**config.mk**
```make
export PLATFORM = sky130hd
export DESIGN_NAME = accel_output_and_event_status_regs
export DESIGN_NICKNAME = d
export VERILOG_FILES = /design/src/accel_regs_pkg.sv /design/src/aux_spi_port.sv /design/src/accel_output_and_event_status_regs.sv
export SDC_FILE = /design/constraint.sdc
export NUM_CORES = 1
export LEC_CHECK = 0
export BUFFER_PORTS_ARGS = -buffer_cell sky130_fd_sc_hd__buf_2
export CORE_MARGIN = 5
export CORE_UTILIZATION = 40
export DETAILED_ROUTE_END_ITERATION = 8
export GPL_ROUTABILITY_DRIVEN = 0
export SETUP_SLACK_MARGIN = 0.05
export SYNTH_ARGS = -nofsm -noshare
export SYNTH_HDL_FRONTEND = slang
export SYNTH_SLANG_ARGS = --single-unit
```
**constraint.sdc**
```tcl
create_clock -name i_ref_clk -period 8.6 [get_ports i_ref_clk]
set_clock_uncertainty 0.05 [all_clocks]
set_input_delay 1.72 -clock i_ref_clk [delete_from_list [all_inputs] [get_ports i_ref_clk]]
set_output_delay 1.72 -clock i_ref_clk [all_outputs]
set_load 0.01 [all_outputs]
```
**src/accel_regs_pkg.sv**
```systemverilog
// Constants for the acceleration output and event status register group.
// Assumes one 40 MHz reference clock; all users refer to names with ::.

`default_nettype none

package accel_regs_pkg;

  // ****************************************************************
  // Register addresses
  // ****************************************************************
  localparam logic [6:0] ADDR_STATUS = 7'h1E;
  localparam logic [6:0] ADDR_X_LO = 7'h28;
  localparam logic [6:0] ADDR_X_HI = 7'h29;
  localparam logic [6:0] ADDR_Y_LO = 7'h2A;
  localparam logic [6:0] ADDR_Y_HI = 7'h2B;
  localparam logic [6:0] ADDR_Z_LO = 7'h2C;
  localparam logic [6:0] ADDR_Z_HI = 7'h2D;
  localparam logic [6:0] ADDR_MOTION = 7'h35;
  localparam logic [6:0] ADDR_PROG_LO = 7'h36;
  localparam logic [6:0] ADDR_PROG_HI = 7'h37;

  // ****************************************************************
  // Field positions and reset values
  // ****************************************************************
  localparam int BIT_LONG_COUNTER = 7;
  localparam int BIT_SIG_MOTION = 5;
  localparam int BIT_TILT = 4;
  localparam int BIT_STEP = 3;
  localparam int BIT_SAMPLE_READY = 0;
  localparam logic [7:0] FLAGS_RESET = 8'h00;
  localparam logic [15:0] SAMPLE_RESET = 16'h0000;

  // ****************************************************************
  // Timing
  // ****************************************************************
  localparam int CLK_HZ = 40_000_000;
  localparam int STAB_ODR_HZ = 6660;
  localparam int STAB_ODR_CYCLES = CLK_HZ / STAB_ODR_HZ;
  localparam int SPI_BITS = 8;

endpackage

`default_nettype wire

```
**src/aux_spi_port.sv**
```systemverilog
// Auxiliary serial port slave: command byte, then read data bytes.
// Assumes pins from another clock domain; reset is already synchronised.

`default_nettype none

module aux_spi_port (
  input wire logic i_ref_clk, // Reference clock
  input wire logic i_resetn, // Synchronised reset, active low
  input wire logic i_sclk, // Serial clock pin
  input wire logic i_cs_n, // Chip select pin, active low
  input wire logic i_mosi, // Serial data in pin
  input wire logic [7:0] i_rd_data, // Byte at o_addr
  output logic [6:0] o_addr, // Register being addressed
  output logic o_rd_done, // Pulse: byte at o_addr fully shifted
  output logic o_miso, // Serial data out
  output logic o_miso_oe_n // Output enable, low while driving
);

  typedef struct packed {
    logic [1:0] sclk_s;
    logic [1:0] cs_s;
    logic [1:0] mosi_s;
    logic sclk_d;
    logic [2:0] bit_cnt;
    logic [7:0] sh_in;
    logic [7:0] sh_out;
    logic [6:0] addr;
    logic is_read;
    logic in_data;
    logic load;
    logic done;
    logic miso;
  } spi_state_t;

  spi_state_t st_reg;
  spi_state_t st_next;
  logic rise;
  logic fall;

  assign rise = st_reg.sclk_s[1] & ~st_reg.sclk_d;
  assign fall = ~st_reg.sclk_s[1] & st_reg.sclk_d;

  // ****************************************************************
  // Frame decoding
  // ****************************************************************
  always_comb
  begin
    st_next = st_reg;
    st_next.sclk_s = {st_reg.sclk_s[0], i_sclk};
    st_next.cs_s = {st_reg.cs_s[0], i_cs_n};
    st_next.mosi_s = {st_reg.mosi_s[0], i_mosi};
    st_next.sclk_d = st_reg.sclk_s[1];
    st_next.load = 1'b0;
    st_next.done = 1'b0;
    if (st_reg.load)
    begin
      st_next.sh_out = i_rd_data;
    end
    if (st_reg.done)
    begin
      st_next.addr = st_reg.addr + 7'h01;
      st_next.load = 1'b1;
    end
    if (st_reg.cs_s[1])
    begin
      st_next.bit_cnt = 3'h0;
      st_next.in_data = 1'b0;
      st_next.is_read = 1'b0;
      st_next.miso = 1'b0;
    end
    else if (rise)
    begin
      st_next.sh_in = {st_reg.sh_in[6:0], st_reg.mosi_s[1]};
      st_next.bit_cnt = st_reg.bit_cnt + 3'h1;
      if (st_reg.bit_cnt == 3'(accel_regs_pkg::SPI_BITS - 1))
      begin
        if (!st_reg.in_data)
        begin
          st_next.addr = {st_reg.sh_in[5:0], st_reg.mosi_s[1]};
          st_next.is_read = st_reg.sh_in[6];
          st_next.in_data = 1'b1;
          st_next.load = st_reg.sh_in[6];
        end
        else
        begin
          st_next.done = st_reg.is_read;
        end
      end
    end
    else if (fall && st_reg.in_data)
    begin
      st_next.miso = st_reg.sh_out[7];
      st_next.sh_out = {st_reg.sh_out[6:0], 1'b0};
    end
  end

  always_ff @(posedge i_ref_clk or negedge i_resetn)
  begin
    if (!i_resetn)
    begin
      st_reg <= '{sclk_s: 2'h3, cs_s: 2'h3, sclk_d: 1'b1, default: '0};
    end
    else
    begin
      st_reg <= st_next;
    end
  end

  assign o_addr = st_reg.addr;
  assign o_rd_done = st_reg.done;
  assign o_miso = st_reg.miso;
  assign o_miso_oe_n = st_reg.cs_s[1];
endmodule

`default_nettype wire

```
**src/accel_output_and_event_status_regs.sv**
```systemverilog
// Acceleration output and event status registers, two read ports.
// Assumes detection events and chain samples come from logic on
// i_ref_clk; the auxiliary port pins come from outside that domain.

`default_nettype none

module accel_output_and_event_status_regs #(
  parameter int STAB_ODR_CYCLES = accel_regs_pkg::STAB_ODR_CYCLES
) (
  input wire logic i_ref_clk, // 40 MHz reference clock
  input wire logic i_resetn, // Asynchronous reset, active low
  input wire logic i_ui_valid, // Pulse: new user chain sample
  input wire logic [15:0] i_ui_x, // User chain X sample
  input wire logic [15:0] i_ui_y, // User chain Y sample
  input wire logic [15:0] i_ui_z, // User chain Z sample
  input wire logic [15:0] i_stab_x, // Stabilisation chain X
  input wire logic [15:0] i_stab_y, // Stabilisation chain Y
  input wire logic [15:0] i_stab_z, // Stabilisation chain Z
  input wire logic [3:0] i_motion_events, // Pulses: lc, sigmot, tilt, step
  input wire logic [15:0] i_program_events, // Pulses: programs 16..1
  input wire logic i_pri_rd, // Pulse: primary port read
  input wire logic [6:0] i_pri_addr, // Primary port address
  output logic [7:0] o_pri_rd_data, // Primary read byte
  output logic o_pri_rd_valid, // Pulse: o_pri_rd_data valid
  input wire logic i_aux_sclk, // Auxiliary port clock pin
  input wire logic i_aux_cs_n, // Auxiliary port select, active low
  input wire logic i_aux_mosi, // Auxiliary port data in
  output logic o_aux_miso, // Auxiliary port data out
  output logic o_aux_miso_oe_n, // Data out enable, active low
  output logic o_aux_sample_ready // Stabilisation sample ready
);

  typedef struct packed {
    logic [15:0] ui_x;
    logic [15:0] ui_y;
    logic [15:0] ui_z;
    logic [15:0] stab_x;
    logic [15:0] stab_y;
    logic [15:0] stab_z;
    logic [7:0] motion;
    logic [15:0] prog;
    logic aux_ready;
    logic [12:0] odr_cnt;
    logic [7:0] pri_data;
    logic pri_valid;
  } main_state_t;

  main_state_t st_reg;
  main_state_t st_next;
  logic [1:0] rst_sync_reg;
  logic rst_n;
  logic [6:0] aux_addr;
  logic aux_done;
  logic [7:0] aux_rd_data;
  logic stab_tick;
  logic clr_motion;
  logic clr_prog_lo;
  logic clr_prog_hi;
  logic aux_hi_read;
  logic [3:0] motion_keep;
  logic [15:0] prog_next;

  // ****************************************************************
  // Reset release
  // ****************************************************************
  always_ff @(posedge i_ref_clk or negedge i_resetn)
  begin
    if (!i_resetn)
    begin
      rst_sync_reg <= 2'h0;
    end
    else
    begin
      rst_sync_reg <= {rst_sync_reg[0], 1'b1};
    end
  end

  assign rst_n = rst_sync_reg[1];

  // ****************************************************************
  // Read multiplexer, source chosen by port
  // ****************************************************************
  function automatic logic [7:0] peek(input logic [6:0] a,
                                      input logic aux,
                                      input main_state_t s);
    logic [15:0] x;
    logic [15:0] y;
    logic [15:0] z;
    logic [7:0] r;
    x = aux ? s.stab_x : s.ui_x;
    y = aux ? s.stab_y : s.ui_y;
    z = aux ? s.stab_z : s.ui_z;
    r = 8'h00;
    if (a == accel_regs_pkg::ADDR_X_LO)
      r = x[7:0];
    else if (a == accel_regs_pkg::ADDR_X_HI)
      r = x[15:8];
    else if (a == accel_regs_pkg::ADDR_Y_LO)
      r = y[7:0];
    else if (a == accel_regs_pkg::ADDR_Y_HI)
      r = y[15:8];
    else if (a == accel_regs_pkg::ADDR_Z_LO)
      r = z[7:0];
    else if (a == accel_regs_pkg::ADDR_Z_HI)
      r = z[15:8];
    else if (a == accel_regs_pkg::ADDR_MOTION)
      r = s.motion;
    else if (a == accel_regs_pkg::ADDR_PROG_LO)
      r = s.prog[7:0];
    else if (a == accel_regs_pkg::ADDR_PROG_HI)
      r = s.prog[15:8];
    else if (aux && a == accel_regs_pkg::ADDR_STATUS)
      r = {7'h00, s.aux_ready};
    return r;
  endfunction

  assign aux_rd_data = peek(aux_addr, 1'b1, st_reg);

  // ****************************************************************
  // Auxiliary serial port
  // ****************************************************************
  aux_spi_port u_aux_spi (
    .i_ref_clk(i_ref_clk),
    .i_resetn(rst_n),
    .i_sclk(i_aux_sclk),
    .i_cs_n(i_aux_cs_n),
    .i_mosi(i_aux_mosi),
    .i_rd_data(aux_rd_data),
    .o_addr(aux_addr),
    .o_rd_done(aux_done),
    .o_miso(o_aux_miso),
    .o_miso_oe_n(o_aux_miso_oe_n)
  );

  // ****************************************************************
  // Read side effects
  // ****************************************************************
  assign clr_motion = (i_pri_rd && i_pri_addr == accel_regs_pkg::ADDR_MOTION)
                    || (aux_done && aux_addr == accel_regs_pkg::ADDR_MOTION);
  assign clr_prog_lo = (i_pri_rd && i_pri_addr == accel_regs_pkg::ADDR_PROG_LO)
                     || (aux_done
                         && aux_addr == accel_regs_pkg::ADDR_PROG_LO);
  assign clr_prog_hi = (i_pri_rd && i_pri_addr == accel_regs_pkg::ADDR_PROG_HI)
                     || (aux_done
                         && aux_addr == accel_regs_pkg::ADDR_PROG_HI);
  assign aux_hi_read = aux_done
                       && (aux_addr == accel_regs_pkg::ADDR_X_HI
                           || aux_addr == accel_regs_pkg::ADDR_Y_HI
                           || aux_addr == accel_regs_pkg::ADDR_Z_HI);
  assign stab_tick = st_reg.odr_cnt == 13'(STAB_ODR_CYCLES - 1);

  // ****************************************************************
  // Sticky event flags, set wins over clear
  // ****************************************************************
  genvar gi;
  generate
    for (gi = 0; gi < 16; gi++)
    begin : g_prog
      if (gi < 8)
      begin : g_lo
        assign prog_next[gi] = i_program_events[gi]
                               | (st_reg.prog[gi] & ~clr_prog_lo);
      end
      else
      begin : g_hi
        assign prog_next[gi] = i_program_events[gi]
                               | (st_reg.prog[gi] & ~clr_prog_hi);
      end
    end
    for (gi = 0; gi < 4; gi++)
    begin : g_motion
      assign motion_keep[gi] = i_motion_events[gi] | ~clr_motion;
    end
  endgenerate

  // ****************************************************************
  // Next state
  // ****************************************************************
  always_comb
  begin
    st_next = st_reg;
    st_next.pri_valid = i_pri_rd;
    if (i_pri_rd)
    begin
      st_next.pri_data = peek(i_pri_addr, 1'b0, st_reg);
    end
    if (i_ui_valid)
    begin
      st_next.ui_x = i_ui_x;
      st_next.ui_y = i_ui_y;
      st_next.ui_z = i_ui_z;
    end
    st_next.odr_cnt = stab_tick ? 13'h0000 : st_reg.odr_cnt + 13'h0001;
    if (stab_tick)
    begin
      st_next.stab_x = i_stab_x;
      st_next.stab_y = i_stab_y;
      st_next.stab_z = i_stab_z;
    end
    st_next.aux_ready = stab_tick | (st_reg.aux_ready & ~aux_hi_read);
    st_next.motion[accel_regs_pkg::BIT_LONG_COUNTER] =
      st_reg.motion[accel_regs_pkg::BIT_LONG_COUNTER] & motion_keep[3]
      | i_motion_events[3];
    st_next.motion[accel_regs_pkg::BIT_SIG_MOTION] =
      st_reg.motion[accel_regs_pkg::BIT_SIG_MOTION] & motion_keep[2]
      | i_motion_events[2];
    st_next.motion[accel_regs_pkg::BIT_TILT] =
      st_reg.motion[accel_regs_pkg::BIT_TILT] & motion_keep[1]
      | i_motion_events[1];
    st_next.motion[accel_regs_pkg::BIT_STEP] =
      st_reg.motion[accel_regs_pkg::BIT_STEP] & motion_keep[0]
      | i_motion_events[0];
    st_next.motion[6] = 1'b0;
    st_next.motion[2:0] = 3'h0;
    st_next.prog = prog_next;
  end

  always_ff @(posedge i_ref_clk or negedge rst_n)
  begin
    if (!rst_n)
    begin
      st_reg <= '{motion: accel_regs_pkg::FLAGS_RESET,
                  ui_x: accel_regs_pkg::SAMPLE_RESET,
                  ui_y: accel_regs_pkg::SAMPLE_RESET,
                  ui_z: accel_regs_pkg::SAMPLE_RESET,
                  stab_x: accel_regs_pkg::SAMPLE_RESET,
                  stab_y: accel_regs_pkg::SAMPLE_RESET,
                  stab_z: accel_regs_pkg::SAMPLE_RESET,
                  default: '0};
    end
    else
    begin
      st_reg <= st_next;
    end
  end

  assign o_pri_rd_data = st_reg.pri_data;
  assign o_pri_rd_valid = st_reg.pri_valid;
  assign o_aux_sample_ready = st_reg.aux_ready;
endmodule

`default_nettype wire

```
# == After elaboration in Yosys (flattened, before gate mapping) ==
# Cells that the tools add are included.
# op_classes
addsub,3
n_eq_ne,23
mux,37
bitwise_logic,55
reduce_logical,20
# op_table
operator,n
8-bit two-way mux,21
7-bit by 6-bit == test with 1-bit output (second input constant),18
11-bit two-way mux,3
1-bit bitwise OR,25
1-bit bitwise AND,23
15-bit two-way mux,1
13-bit by 1-bit adder with 13-bit output (second input constant),1
13-bit == test (second input constant),1
13-bit two-way mux,1
10-bit two-way mux,1
1-bit logical AND,8
7-bit by 1-bit adder with 7-bit output (second input constant),1
7-bit by 5-bit == test with 1-bit output (second input constant),1
7-bit two-way mux,1
1-bit NOT,7
1-bit two-way mux,6
2-bit AND reduction,3
2-bit nonzero test,3
1-bit logical OR,5
2-bit two-way mux,2
2-bit by 1-bit inequality test with 1-bit output (second input constant),2
3-bit by 1-bit adder with 3-bit output (second input constant),1
3-bit == test (second input constant),1
3-bit two-way mux,1
3-bit AND reduction,1
# word_totals
regBits,179
output_inout_bits,12
wordCells,164

# == Depth between registers and ports, before layout ==
# depth
ltp_word,15
mapped_depth,9
ltp_nobuf,7

# == By module ==
# Synthesis repeated with hierarchy kept, for this count alone.
# unflattened
hier_cells,728
area_unflattened_um2,8590.7
# by_module_without_submodules
mod,n_inst,cells_each,area_per_inst_um2,seq_area_each_um2
accel_output_and_event_status_regs,1,595,6975.4,3528.4
aux_spi_port,1,133,1615.3,932.1

# == Least setup slack after synthesis ==
# No wires, ideal clock.
# synth_timing
kind,input -> register
start,input i_pri_addr[0]
end,register st_reg (netlist bit o_pri_rd_data[5])
setup_ps,141
arrival_ps,2816
required_time_ps,8409
slack_ps,5593
path_stages,6
path_cell_list,buf_2 buf_2 mux2_2 and3_1 o21ai_0 a31oi_1
# synth_between
elab_chain_len,10
elab_cells_between_ends,18
# synth_lines
item,line_no,rtl
from (decl),accel_output_and_event_status_regs.sv:22,"input wire logic [6:0] i_pri_addr,"
7-bit by 6-bit == test with 1-bit output,accel_output_and_event_status_regs.sv:110,else if (a == accel_regs_pkg::ADDR_PROG_HI)
8-bit two-way mux,accel_output_and_event_status_regs.sv:110,
8-bit two-way mux,accel_output_and_event_status_regs.sv:108,else if (a == accel_regs_pkg::ADDR_PROG_LO)
8-bit two-way mux,accel_output_and_event_status_regs.sv:106,else if (a == accel_regs_pkg::ADDR_MOTION)
8-bit two-way mux,accel_output_and_event_status_regs.sv:104,else if (a == accel_regs_pkg::ADDR_Z_HI)
8-bit two-way mux,accel_output_and_event_status_regs.sv:102,else if (a == accel_regs_pkg::ADDR_Z_LO)
8-bit two-way mux,accel_output_and_event_status_regs.sv:100,else if (a == accel_regs_pkg::ADDR_Y_HI)
8-bit two-way mux,accel_output_and_event_status_regs.sv:98,else if (a == accel_regs_pkg::ADDR_Y_LO)
8-bit two-way mux,accel_output_and_event_status_regs.sv:96,else if (a == accel_regs_pkg::ADDR_X_HI)
8-bit two-way mux *,accel_output_and_event_status_regs.sv:94,if (a == accel_regs_pkg::ADDR_X_LO)
to (signal assigned),accel_output_and_event_status_regs.sv:222,"st_reg <= '{motion: accel_regs_pkg::FLAGS_RESET,"
to (signal assigned),accel_output_and_event_status_regs.sv:233,st_reg <= st_next;
to (decl),accel_output_and_event_status_regs.sv:48,main_state_t st_reg;
# Every way passes the cells marked *; elsewhere a longest branch is shown, timed or not.
# A chain may end at the register's enable or synchronous reset.

# == Final worst setup path ==
# layout_timing
start,input i_pri_addr[0]
end,register st_reg (netlist bit o_pri_rd_data[4])
# Same word-level chain as after synthesis.

==> impl_metrics.yaml <==
synth:
  synth_top_area_frac: 0.4976
  mappedNetlistArea_sq_um: 8701
  syn_nets: 935
  synth_edf_count: 0
  postSynthAreaPerCell_sq_um: 10.92
  synthTopCellsByArea: "dfrtp_1 50%, mux2_2 9.8%, mux2_1 3.5%"
  synth_top_cell_by_area: "dfrtp_1"
  yosys.cell_count.top_type: "dfrtp_1"
  syn_inst: 797
  seq_area_frac_synth: 0.5127
  ys_ff_latch: 178
  synthFlopType: "dfrtp_1"
  async_flop_share: 1.000
  ys_top_cells_by_count: "173 x dfrtp_1, 76 x mux2_2, 62 x nor2_1"
  yosysWarnings: 0
  netlist-cell-type-count: 66
cts:
  cts.clk_slew.worst_paths_ns: 0.07
  post_cts_buffers: 0
  htreeDepth: 4
  cts_root_buffer: "clkbuf_16"
  clkLatencyLatePin_ns: 0.43
  cts_hold_buf: 0
  cts_sinks: 178
  cts_made_buffers: 17
  clock_path_buffers: 2
  tritoncts: "yes"
  ctsResizeCount: 0
drt:
  wl_per_cell_um: 18.34
  drtAntennaViolNets: 0
  drt-total-wl_um: 21970
  drc: 0
  vias_per_cell: 5.362
  num_vias: 6424
  dr.pass1.iters: 5
  drt_iter0_markers: 454
timing:
  rsz0062_at_grt: "no"
  fin_crit_ns: 3.241
  slew-limit-headroom: 0.2423
  fin_crit_sh: 0.3769
  fmax_mhz: 308.5
  finalSetupViolCount: 0
  slew_violations: 0
  hold_viol: 0
  setup-tns-final_ns: 0
  worst_slew_pin_slew_ns: 1.136
floorplanning:
  fp.dieH_um: 157.5
  rows: 54
  die_area_sq_um: 24800
  die_width_um: 157.5
  core_area_sq_um: 21620
  start_util: 0.4024
  io_pins: 142
cells_and_area:
  largest_register_ffs: 129
  layout.cells.non_filler: 1198
  drive_gt1_frac: 0.2969
  final_area_sq_um: 10100
  area_growth_pct: 16.06
  nNetsFinal: 1041
setup_path:
  critical_path.reg2reg.startpoint: "u_aux_spi.o_addr[0]"
  cp.required_ns: 8.90
  worstSetupEndpoint: "o_pri_rd_data[4]"
  startpoint_type: "input port"
  worst-path-max-fanout: 44
  crit_path_end_kind: "flip-flop"
  critical_path_arrival_ns: 3.54
  path_class: "in2reg"
  cp-startpoint: "i_pri_addr[0]"
  reg2reg_to: "u_aux_spi.st_reg[14]"
  reg2reg_slack_ns: 5.84
  r2r_cells: 6
grt:
  grt_pass1_vias: 6386
  antenna_found_initial: 2
  grt_pass1_wl_um: 34980
  grt.overflow.total: 0
  grt_usage: 0.1798
  grt_max_degree: 81
pwr:
  pwr-share-comb: 0.073
  p_clk_frac: 0.434
  power.density_nw_per_um2: 183.5
  switching_share: 0.2339
  p_int_w: 0.001420
  p_switching_w: 0.0004335
  p_seq_frac: 0.493
  peakVddDrop_uv: 115.4
  leakage_nw: 4.475
hold_path:
  hp-class: "reg2async"
placed_design:
  dp_cells: 1164
  dpl_cell_area_sq_um: 9488
  dpl.hpwl_um: 15460
  io_buffers: 141
run:
  drv_cap: 0
outcome:
  status: "finished, final reports clean"
-- power groups by stage --
stage                logic, W  clock network [W]  registers, W
floorplan           0.0000811                  0      0.000925
finish               0.000136           0.000804      0.000914
global route         0.000153           0.000854      0.000921
global placement     0.000135                  0      0.000929
CTS                  0.000138           0.000819      0.000915
detailed placement   0.000138                  0      0.000930
-- how the worst min path moves through the flow --
stage	endpoint	from	cells past startpoint
global route	u_aux_spi.o_miso_oe_n	u_aux_spi.st_next[35]	0
detailed placement	u_aux_spi.st_reg[33]	u_aux_spi.st_next[33]	0
global placement	u_aux_spi.st_reg[33]	u_aux_spi.st_next[33]	0
finish	st_reg[97]	rst_sync_reg[1]	0
floorplan	rst_sync_reg[1]	rst_sync_reg[0]	0
CTS	u_aux_spi.st_reg[33]	u_aux_spi.st_next[33]	0
-- cell type report --
class                           instances  area (sq um)
Inverter                               19         71.32
Sequential cell                       178          4464
Clock buffer                           20         446.7
Clock inverter                         12         153.9
Antenna cell                            2         5.005
Timing Repair Buffer                  146         743.2
Fill cell                            2067         11520
Tap cell                              280         350.3
Multi-Input combinational cell        541          3864
-- cell families after synthesis --
group / share of synthesized area
simple gates: 0.1237
compound gates: 0.1391
flops: 0.5127
mux: 0.1477
buf+inv: 0.04487
xor+xnor: 0.02013
fa+ha+maj: 0.01150
other cells: 0.0004310
-- cell usage in the layout, fill, tap and decap left out, types with 6 or more instances in the layout --
cell type and instances:
nand3b_1 6, dfrtp_1 172, ha_1 8, xnor2_1 12
o21ai_0 41, a21oi_1 46, inv_1 19, clkbuf_16 17
nor3_1 14, buf_2 141, nand2_1 53, and3_1 10
xor2_1 8, o22ai_1 17, mux2_2 76, nor2_1 62
a31oi_1 13, mux2_1 27, nor2b_1 7, nand2b_1 12
mux2i_1 8, nand3_1 14, a21o_1 23
-- per-layer routing --
layer	vias to the layer above	wire [um]	track usage
li1	3068	-	-
met1	3190	10680	0.2693
met2	149	9980	0.2681
met3	17	1006	0.02914
met4	0	302	0.05571
met5	-	0	0
-- worst max-delay path: stages --
cell and delay [ns]:
buf_2 0.66, nand2b_1 0.20, nor3b_2 0.35, a21oi_1 0.09, or3_1 0.33, a31oi_1 0.16
-- through the flow --
stage	hold slack, ns	power [W]	utilization	worst slack [ns]
floorplan	0.2812	0.001006	-	3.232
global placement	0.2838	0.001065	0.4388	5.045
detailed placement	0.2872	0.001068	0.4388	4.961
CTS	0.3026	0.001872	0.4666	5.426
global route	0.3149	0.001927	0.4671	5.200
finish	0.2765	0.001853	0.4671	5.359
Note: power is estimated with default switching activity, not from simulation.
